## config.mk

```make
export PLATFORM = sky130hd
export DESIGN_NAME = fod_core
export DESIGN_NICKNAME = d
export VERILOG_FILES = /design/src/verilog/fod_pkg.sv /design/src/verilog/fod_opdec.sv /design/src/verilog/fod_flagcalc.sv /design/src/verilog/fod_core.sv
export SDC_FILE = /design/constraint.sdc
export NUM_CORES = 1
export LEC_CHECK = 0
export ABC_AREA = 1
export BUFFER_PORTS_ARGS = -buffer_cell sky130_fd_sc_hd__buf_2
export CAP_MARGIN = 20
export CORE_MARGIN = 4
export CORE_UTILIZATION = 42
export DETAILED_ROUTE_END_ITERATION = 10
export GPL_TIMING_DRIVEN = 0
export HOLD_SLACK_MARGIN = 0.15
export PLACE_DENSITY = 0.8
export SLEW_MARGIN = 20
export SYNTH_ARGS = -nofsm -noshare
export SYNTH_HDL_FRONTEND = slang
export SYNTH_HIERARCHICAL = 1
export SYNTH_SLANG_ARGS = --single-unit
```

## constraint.sdc

```tcl
create_clock -name clk -period 2.1 [get_ports clk]
set_input_delay 0.315 -clock clk [delete_from_list [all_inputs] [get_ports clk]]
set_output_delay 0.315 -clock clk [all_outputs]
set_load 0.05 [all_outputs]
```

## src/verilog/fod_pkg.sv

```systemverilog
// Package of opcodes, flag positions and constants for the flag/decode block.
`default_nettype none
package fod_pkg;
    // Flag register bit positions.
    localparam int FL_H = 5;
    localparam int FL_I = 4;
    localparam int FL_N = 3;
    localparam int FL_Z = 2;
    localparam int FL_V = 1;
    localparam int FL_C = 0;
    localparam logic [5:0] FLAGS_RST = 6'h10;
    // Flag manipulation, interrupt return and halt opcodes.
    localparam logic [7:0] OP_CLR_V = 8'h0a;
    localparam logic [7:0] OP_SET_V = 8'h0b;
    localparam logic [7:0] OP_CLR_C = 8'h0c;
    localparam logic [7:0] OP_SET_C = 8'h0d;
    localparam logic [7:0] OP_CLR_I = 8'h0e;
    localparam logic [7:0] OP_SET_I = 8'h0f;
    localparam logic [7:0] OP_A_TO_FL = 8'h06;
    localparam logic [7:0] OP_FL_TO_A = 8'h07;
    localparam logic [7:0] OP_INT_RET = 8'h3b;
    localparam logic [7:0] OP_HALT = 8'h3e;
    // Immediate-to-memory bit operations.
    localparam logic [7:0] OP_AND_IMM_IND = 8'h61;
    localparam logic [7:0] OP_AND_IMM_DIR = 8'h71;
    localparam logic [7:0] OP_OR_IMM_IND = 8'h62;
    localparam logic [7:0] OP_OR_IMM_DIR = 8'h72;
    localparam logic [7:0] OP_XOR_IMM_IND = 8'h65;
    localparam logic [7:0] OP_XOR_IMM_DIR = 8'h75;
    localparam logic [7:0] OP_TST_IMM_IND = 8'h6b;
    localparam logic [7:0] OP_TST_IMM_DIR = 8'h7b;
    // Test values and bit positions for the flag rules, and the halt address.
    localparam logic [7:0] NEG_OVF_VAL = 8'h80;
    localparam logic [7:0] INC_OVF_VAL = 8'h7f;
    localparam logic [3:0] BCD_MAX = 4'h9;
    localparam logic [15:0] HALT_ADDR = 16'hffff;
    localparam int MSB16 = 15;
    localparam int MSB8 = 7;
    // Flag update selection from the execution unit.
    typedef enum logic [3:0] {
        FOD_FU_NONE, FOD_FU_ALU, FOD_FU_NEG, FOD_FU_INC, FOD_FU_SHIFT,
        FOD_FU_W16, FOD_FU_PROD, FOD_FU_DEC_ADJ, FOD_FU_POP
    } fod_fu_t;
endpackage : fod_pkg
`default_nettype wire

```

## src/verilog/fod_opdec.sv

```systemverilog
// Opcode map decoder: flags unassigned codes and classifies operations.
`default_nettype none
module fod_opdec (
    input wire logic [7:0] opcode,
    output logic invalid,
    output logic imm_mem_op
);
    logic [3:0] hi;
    logic [3:0] lo;
    assign hi = opcode[7:4];
    assign lo = opcode[3:0];

    // Immediate-to-memory ops sit in columns 6 and 7, rows 1, 2, 5, B.
    always_comb begin
        imm_mem_op = (hi == 4'h6 || hi == 4'h7) &&
            (lo == 4'h1 || lo == 4'h2 || lo == 4'h5 || lo == 4'hb);
    end

    always_comb begin
        invalid = 1'b0;
        unique case (hi)
            4'h0: invalid = (lo == 4'h0) || (lo == 4'h2) || (lo == 4'h3);
            4'h1: invalid = (lo == 4'h2) || (lo == 4'h3) ||
                (lo == 4'h4) || (lo == 4'h5) || (lo >= 4'hc);
            4'h2, 4'h3: invalid = 1'b0;
            4'h4, 4'h5: invalid = (lo == 4'h1) || (lo == 4'h2) ||
                (lo == 4'h5) || (lo == 4'hb) || (lo == 4'he);
            4'h6, 4'h7: invalid = 1'b0;
            4'h8: invalid = (lo == 4'h7) || (lo == 4'hf);
            4'hc: invalid = (lo == 4'h7) || (lo == 4'hd) || (lo == 4'hf);
            default: invalid = 1'b0;
        endcase
    end
endmodule : fod_opdec
`default_nettype wire

```

## src/verilog/fod_flagcalc.sv

```systemverilog
// Combinational next-value logic of the flag register.
`default_nettype none
module fod_flagcalc (
    input wire logic [5:0] flags,
    input wire logic [7:0] opcode,
    input wire logic exec,
    input wire logic [7:0] acc_a,
    input wire fod_pkg::fod_fu_t fu_sel,
    input wire logic [5:0] fu_flags,
    input wire logic [7:0] fu_operand,
    input wire logic [15:0] fu_result16,
    input wire logic [7:0] fu_acc_b,
    input wire logic fu_bcd_carry,
    input wire logic [5:0] pop_flags,
    output logic [5:0] flags_next
);
    always_comb begin
        flags_next = flags;
        if (exec) begin
            unique case (opcode)
                fod_pkg::OP_CLR_C: flags_next[fod_pkg::FL_C] = 1'b0;
                fod_pkg::OP_SET_C: flags_next[fod_pkg::FL_C] = 1'b1;
                fod_pkg::OP_CLR_V: flags_next[fod_pkg::FL_V] = 1'b0;
                fod_pkg::OP_SET_V: flags_next[fod_pkg::FL_V] = 1'b1;
                fod_pkg::OP_CLR_I: flags_next[fod_pkg::FL_I] = 1'b0;
                fod_pkg::OP_SET_I: flags_next[fod_pkg::FL_I] = 1'b1;
                fod_pkg::OP_A_TO_FL: flags_next = acc_a[5:0];
                default: flags_next = flags;
            endcase
        end
        unique case (fu_sel)
            fod_pkg::FOD_FU_NONE: ;
            fod_pkg::FOD_FU_ALU: flags_next = fu_flags;
            fod_pkg::FOD_FU_NEG: begin
                flags_next = fu_flags;
                flags_next[fod_pkg::FL_V] =
                    (fu_operand == fod_pkg::NEG_OVF_VAL);
            end
            fod_pkg::FOD_FU_INC: begin
                flags_next = fu_flags;
                flags_next[fod_pkg::FL_V] =
                    (fu_operand == fod_pkg::INC_OVF_VAL);
            end
            fod_pkg::FOD_FU_SHIFT: begin
                flags_next = fu_flags;
                flags_next[fod_pkg::FL_V] = fu_flags[fod_pkg::FL_N] ^
                    fu_flags[fod_pkg::FL_C];
            end
            fod_pkg::FOD_FU_W16: begin
                flags_next = fu_flags;
                flags_next[fod_pkg::FL_N] =
                    fu_result16[fod_pkg::MSB16];
            end
            fod_pkg::FOD_FU_PROD:
                flags_next[fod_pkg::FL_C] = fu_acc_b[fod_pkg::MSB8];
            fod_pkg::FOD_FU_DEC_ADJ: begin
                flags_next = fu_flags;
                flags_next[fod_pkg::FL_C] = flags[fod_pkg::FL_C] |
                    fu_bcd_carry |
                    (fu_operand[7:4] > fod_pkg::BCD_MAX);
            end
            fod_pkg::FOD_FU_POP: flags_next = pop_flags;
            default: ;
        endcase
    end
endmodule : fod_flagcalc
`default_nettype wire

```

## src/verilog/fod_core.sv

```systemverilog
// Flag register, instruction decode and interrupt acceptance control.
// Functional notes
// - While halted: read/write high, address all ones, data drivers off.
// - Flags: H bit 5, I bit 4, N 3, Z 2, V 1, C 0.
// - Flag ops are one-byte one-cycle; decoded from their fixed opcodes.
// - Set and clear flag ops force one flag, others unchanged.
// - Copy A to flags loads every flag bit from A.
// - Interrupt return reloads all flags from the popped value.
// - Decimal adjust sets carry if high digit exceeds nine, never clears it.
// - Negate sets overflow exactly when operand was 80 hex.
// - Increment sets overflow exactly when operand was 7f hex.
// - Shifts and rotates set overflow to N xor C afterwards.
// - Sixteen-bit results take negative from result bit 15.
// - Multiply sets carry from bit 7 of the B half.
// - Leaving halt by interrupt sets the mask; masked halt needs NMI.
// - Unmask then one-cycle op: two instructions run before vectoring.
// - Unmask then longer op: one instruction runs before vectoring.
// - Unmasking via copy A to flags defers interrupts the same way.
// - Immediate-to-memory ops sit in columns 6, 7 of rows 1, 2, 5, B.
`default_nettype none
module fod_core (
    input wire logic clk,
    input wire logic rst,
    input wire logic [7:0] opcode,
    input wire logic op_start,
    input wire logic op_last,
    input wire logic op_one_cycle,
    input wire logic [7:0] acc_a,
    input wire fod_pkg::fod_fu_t fu_sel,
    input wire logic [5:0] fu_flags,
    input wire logic [7:0] fu_operand,
    input wire logic [15:0] fu_result16,
    input wire logic [7:0] fu_acc_b,
    input wire logic fu_bcd_carry,
    input wire logic [5:0] pop_flags,
    input wire logic irq_req,
    input wire logic nmi_req,
    input wire logic [15:0] seq_addr,
    input wire logic seq_rw,
    input wire logic seq_data_oe,
    output logic [5:0] flags,
    output logic [7:0] acc_a_load,
    output logic acc_a_load_en,
    output logic op_invalid,
    output logic op_imm_mem,
    output logic halted,
    output logic take_irq,
    output logic take_nmi,
    output logic [15:0] addr_out,
    output logic rw_out,
    output logic data_oe
);
    // ====================================================================
    // Decode
    // ====================================================================
    logic [5:0] flags_q;
    logic [5:0] flags_d;
    logic flag_op_exec;
    logic is_flag_op;
    logic unmask_now;
    logic halt_q;
    logic halt_masked_q;
    logic [1:0] defer_q;
    logic defer_first_q;
    logic irq_sync1_q;
    logic irq_sync2_q;
    logic nmi_sync1_q;
    logic nmi_sync2_q;
    logic nmi_prev_q;
    logic nmi_edge;
    logic irq_ok;

    fod_opdec u_fod_opdec (
        .opcode(opcode),
        .invalid(op_invalid),
        .imm_mem_op(op_imm_mem)
    );

    // Flag ops complete in their single fetch cycle.
    always_comb begin
        unique case (opcode)
            fod_pkg::OP_CLR_C, fod_pkg::OP_SET_C, fod_pkg::OP_CLR_V,
            fod_pkg::OP_SET_V, fod_pkg::OP_CLR_I, fod_pkg::OP_SET_I,
            fod_pkg::OP_A_TO_FL, fod_pkg::OP_FL_TO_A:
                is_flag_op = 1'b1;
            default: is_flag_op = 1'b0;
        endcase
    end
    assign flag_op_exec = op_start & is_flag_op & ~halt_q;

    // ====================================================================
    // Flag register
    // ====================================================================
    fod_flagcalc u_fod_flagcalc (
        .flags(flags_q),
        .opcode(opcode),
        .exec(flag_op_exec),
        .acc_a(acc_a),
        .fu_sel(fu_sel),
        .fu_flags(fu_flags),
        .fu_operand(fu_operand),
        .fu_result16(fu_result16),
        .fu_acc_b(fu_acc_b),
        .fu_bcd_carry(fu_bcd_carry),
        .pop_flags(pop_flags),
        .flags_next(flags_d)
    );

    // Taking an interrupt always sets the mask, out of halt or not.
    always_ff @(posedge clk) begin
        if (rst) begin
            flags_q <= fod_pkg::FLAGS_RST;
        end else if (take_irq || take_nmi) begin
            flags_q <= flags_d;
            flags_q[fod_pkg::FL_I] <= 1'b1;
        end else begin
            flags_q <= flags_d;
        end
    end
    assign flags = flags_q;

    // Copy flags to A: upper two bits read as one.
    always_ff @(posedge clk) begin
        if (rst) begin
            acc_a_load <= 8'h00;
            acc_a_load_en <= 1'b0;
        end else begin
            acc_a_load <= {2'b11, flags_q};
            acc_a_load_en <= flag_op_exec && (opcode == fod_pkg::OP_FL_TO_A);
        end
    end

    // ====================================================================
    // Interrupt inputs
    // ====================================================================
    always_ff @(posedge clk) begin
        if (rst) begin
            irq_sync1_q <= 1'b0;
            irq_sync2_q <= 1'b0;
            nmi_sync1_q <= 1'b0;
            nmi_sync2_q <= 1'b0;
            nmi_prev_q <= 1'b0;
        end else begin
            irq_sync1_q <= irq_req;
            irq_sync2_q <= irq_sync1_q;
            nmi_sync1_q <= nmi_req;
            nmi_sync2_q <= nmi_sync1_q;
            nmi_prev_q <= nmi_sync2_q;
        end
    end
    assign nmi_edge = nmi_sync2_q & ~nmi_prev_q;

    // ====================================================================
    // Deferred acceptance after unmasking
    // ====================================================================
    // An unmask by the clear op or by copy A to flags opens a window.
    assign unmask_now = flag_op_exec && flags_q[fod_pkg::FL_I] &&
        ((opcode == fod_pkg::OP_CLR_I) ||
         ((opcode == fod_pkg::OP_A_TO_FL) &&
          !acc_a[fod_pkg::FL_I]));

    // Count of instruction boundaries still to pass before vectoring.
    always_ff @(posedge clk) begin
        if (rst) begin
            defer_q <= 2'd0;
            defer_first_q <= 1'b0;
        end else if (unmask_now) begin
            defer_q <= 2'd2;
            defer_first_q <= 1'b1;
        end else if (op_last && defer_q != 2'd0) begin
            defer_first_q <= 1'b0;
            if (defer_first_q && !op_one_cycle) begin
                defer_q <= 2'd0;
            end else begin
                defer_q <= defer_q - 2'd1;
            end
        end
    end

    assign irq_ok = irq_sync2_q && !flags_q[fod_pkg::FL_I] &&
        (defer_q == 2'd0);

    // ====================================================================
    // Halt for interrupt
    // ====================================================================
    always_ff @(posedge clk) begin
        if (rst) begin
            halt_q <= 1'b0;
            halt_masked_q <= 1'b0;
        end else if (halt_q) begin
            if (take_irq || take_nmi) begin
                halt_q <= 1'b0;
            end
        end else if (op_last && opcode == fod_pkg::OP_HALT) begin
            halt_q <= 1'b1;
            halt_masked_q <= flags_q[fod_pkg::FL_I];
        end
    end

    // Masked halt only ends on a non-maskable request.
    assign take_nmi = nmi_edge && (halt_q || op_last);
    assign take_irq = !take_nmi && irq_ok &&
        (halt_q ? !halt_masked_q : op_last);
    assign halted = halt_q;

    always_comb begin
        if (halt_q) begin
            addr_out = fod_pkg::HALT_ADDR;
            rw_out = 1'b1;
            data_oe = 1'b0;
        end else begin
            addr_out = seq_addr;
            rw_out = seq_rw;
            data_oe = seq_data_oe;
        end
    end

    // ====================================================================
    // Checks
    // ====================================================================
    a_halt_bus: assert property (@(posedge clk) disable iff (rst)
        halt_q |-> (addr_out == 16'hffff && rw_out && !data_oe))
        else $error("halt bus state wrong");
    a_clr_carry: assert property (@(posedge clk) disable iff (rst)
        (flag_op_exec && opcode == 8'h0c && fu_sel == fod_pkg::FOD_FU_NONE
         && !take_irq && !take_nmi) |=> !flags_q[0])
        else $error("clear carry failed");
    a_set_ovf: assert property (@(posedge clk) disable iff (rst)
        (flag_op_exec && opcode == 8'h0b && fu_sel == fod_pkg::FOD_FU_NONE)
        |=> flags_q[1] && $stable(flags_q[0]))
        else $error("set overflow failed");
    a_a_to_flags: assert property (@(posedge clk) disable iff (rst)
        (flag_op_exec && opcode == 8'h06 && fu_sel == fod_pkg::FOD_FU_NONE
         && !take_irq && !take_nmi) |=> flags_q == $past(acc_a[5:0]))
        else $error("copy A to flags failed");
    a_neg_ovf: assert property (@(posedge clk) disable iff (rst)
        (fu_sel == fod_pkg::FOD_FU_NEG) |=>
        flags_q[1] == ($past(fu_operand) == 8'h80))
        else $error("negate overflow wrong");
    a_inc_ovf: assert property (@(posedge clk) disable iff (rst)
        (fu_sel == fod_pkg::FOD_FU_INC) |=>
        flags_q[1] == ($past(fu_operand) == 8'h7f))
        else $error("increment overflow wrong");
    a_prod_carry: assert property (@(posedge clk) disable iff (rst)
        (fu_sel == fod_pkg::FOD_FU_PROD) |=>
        flags_q[0] == $past(fu_acc_b[7]))
        else $error("multiply carry wrong");
    a_irq_sets_mask: assert property (@(posedge clk)
        disable iff (rst) take_irq |=> flags_q[4])
        else $error("mask not set on interrupt");
    a_defer_block: assert property (@(posedge clk) disable iff (rst)
        unmask_now |=> !take_irq)
        else $error("interrupt taken right after unmask");
    a_masked_halt: assert property (@(posedge clk) disable iff (rst)
        (halt_q && halt_masked_q) |-> !take_irq)
        else $error("masked halt left by maskable request");
    c_halt_exit: cover property (@(posedge clk) halt_q && take_irq);
    c_nmi_exit: cover property (@(posedge clk) halt_q && take_nmi);
    c_defer: cover property (@(posedge clk) unmask_now ##[1:20] take_irq);
    c_invalid: cover property (@(posedge clk) op_start && op_invalid);
endmodule : fod_core
`default_nettype wire

```

==> metrics <==
critical path, cell by cell inv_1 -> ha_1 -> inv_1 -> nor2_1 -> nand4_1 -> a21oi_1 -> buf_2; CTS Buf Count 3; minimum clock period 1838 ps; Rel. slew slack roughly 80%; root buffer cell clkbuf_8; hold buffer count at CTS 0; starting density of the core 44.79%; share of cells above drive strength 1 roughly 36%; post-synth top area cell dfxtp_1; Die Width roughly 74 microns; Max Fclk 544.2 MHz; largest family of logic cells by synthesized area simple AND/OR/NAND/NOR gates; Die Y ~74 microns; vias in the first global route ~2000; period utilization roughly 88%; prevailing post-synth register cell dfxtp_1; PostCTS Resize Cnt 0; CP max FO 3; Via Count between 2000 and 2500; Slew @ Worst Pin 299.4 ps; CP Launch Type flop; max-slew violations 0; Max-Cap Viols 0; hold_sp irq_req; routed wire length between 4 and 5 mm; top-area cell type share of the netlist area roughly a quarter; Crit path arrival time 1520 ps; final hold violation count 0; synth-to-layout area growth 34.69%; worst reg2reg path startpoint halted; Static Leak ~0.0015 uW; synthesized cell area ~1800 sq um; Critical Path End Type primary output; dpl ws 45.33 ps; Worst Slack Setup Final roughly 260 ps; family with the most delay on the worst path buffers and inverters; HP Class in2reg; Worst path max stage delay ~300 ps; CP Class reg2out; Peak VDD IR roughly 0.00051 V; flops & latches, synth 24; clock skew around 6.6 ps; post-route ant nets 0; Pwr Total approximately 1300 uW; # rows 23; synthesis warning total 6; post-synthesis adder-cell area fraction less than 1%; H-tree depth 1; clk slew on worst S/H paths roughly 90 ps; Worst-Skew Late Latency about 270 ps; Final #Nets slightly above 500; final setup vio count 0; RSZ-0062 raised after global routing no; die area around 5500 sq um; TritonCTS clock tree done; first-pass GRT wire length 7.583 mm; top cells by count, synth 70 x nand2_1, 60 x nor2_1, 57 x inv_1; Tot GR Track Use between 10% and 20%; post-synthesis mux area share 0%; Syn Nets slightly above 400; Post-CTS Setup Repair Bufs 0; initial antenna violation count 0; start point of the critical path defer_q[0]; top-count cell post-synth nand2_1; global route overflow 0; Post-synth EDFFs 0; Mapped Cells between 300 and 400; DR iter-0 viols 66; IO Pins approximately 130; top post-synthesis cells by area dfxtp_1 26%, nand2_1 14%, nor2_1 12%, inv_1 12%, nand3_1 6.0%; gpl congestion between 0.8 and 0.9; pin count of the biggest net entering global routing 15; synth unique cells 29; drt drc 0; ANT cells 0; FFs w/ async S/R, synth 0%; CP required approximately 1800 ps; CTS Sinks 24; syn_area_per_cell between 5 and 6 sq um; Post-Synth XOR/XNOR Area less than 1%; setup TNS 0 ps; status completed; Synth Area in Simple Gates between 50% and 60%; number of buffers inserted by port buffering 101; CTS max path bufs 2; drt first pass iters 4; complex-gate fraction of the synthesized area 5.567%; CP max stage cell dfxtp_1; sequential share of the synthesized area about a quarter; drt wl/cell slightly above 10 microns; Post-DP HPWL about 4 mm; cell area power density ~540 nW/um^2; core footprint roughly 4100 sq um; most frequent CP cell inv_1; Worst Path Buf+Inv 3; Final Hold Slack between 200 and 250 ps; Vias/cell roughly 4.7
[registers in the layout, summed over array words and instances (netlist names)]
signal,count
irq_sync2_q,1
acc_a_load_en,1
acc_a_load,7
defer_first_q,1
halted,1
halt_masked_q,1
irq_sync1_q,1
nmi_sync1_q,1
nmi_prev_q,1
defer_q,2
nmi_sync2_q,1
flags,6
[area by class of cell]
class                      count  area, sq um
sequential                    24        480.5
buffer                         6        31.28
inverter                      63        236.5
clock inverter                 1        30.03
tap                           50        62.56
timing repair buffer         101        505.5
clock buffer                   3        41.29
fill                         417         1633
multi-input combinational    225         1095
[path summary, 6_finish.rpt]
kind	to	slack, ps	cells after the start
setup reg to reg	flags[1]	270	14
hold / removal	irq_sync1_q	250	3
hold reg to reg	irq_sync2_q	400	2
setup / recovery	take_irq	260	7
[kinds of logic after synthesis]
logic type | after synthesis
XOR/XNOR | 1
adder cells (fa/ha/maj) | 1
AND/OR/NAND/NOR | 206
AO/OA/AOI/OAI | 17
flip-flops | 24
buffers and inverters | 69
[stage by stage]
step,cell area [sq um],cells,utilization [%]
global route,2482,473,60.32
floorplan,1843,318,-
global placement,2411,469,58.59
CTS,2482,473,60.32
finish,2482,473,60.32
detailed placement,2411,469,58.59
[where the power goes]
part           total [uW]  internal, uW  switching, uW
Combinational         445           144            301
Sequential            492           479           12.9
Clock                 400           255            145
Total                1340           878            459
[layer usage]
layer  track usage (%)  wire, microns  up-vias
met4             2.964             25        0
met3             4.459            623        5
met1             18.36           1865      967
li1                  -              -     1176
met5                 0              0        -
met2             33.07           2315       94
[worst register-to-register path: cells and delay by family (launching register included)]
kind | cells | cell delay [ps]
AND/OR/NAND/NOR | 12 | 1230
flip-flops | 1 | 370
buffers and inverters | 2 | 150
[cells in the final DEF, fill, tap and decap left out, types with 5 or more instances in the layout]
cell type and n:
buf_2 105, nand2_1 70, nor2_1 60, inv_1 56, dfxtp_1 24, nand3_1 22, or2_2 17, a21oi_1 8
nand4_1 8, nor2_2 6, inv_2 6, nand2_2 5
No activity file was read; power rests on OpenSTA's default activity.
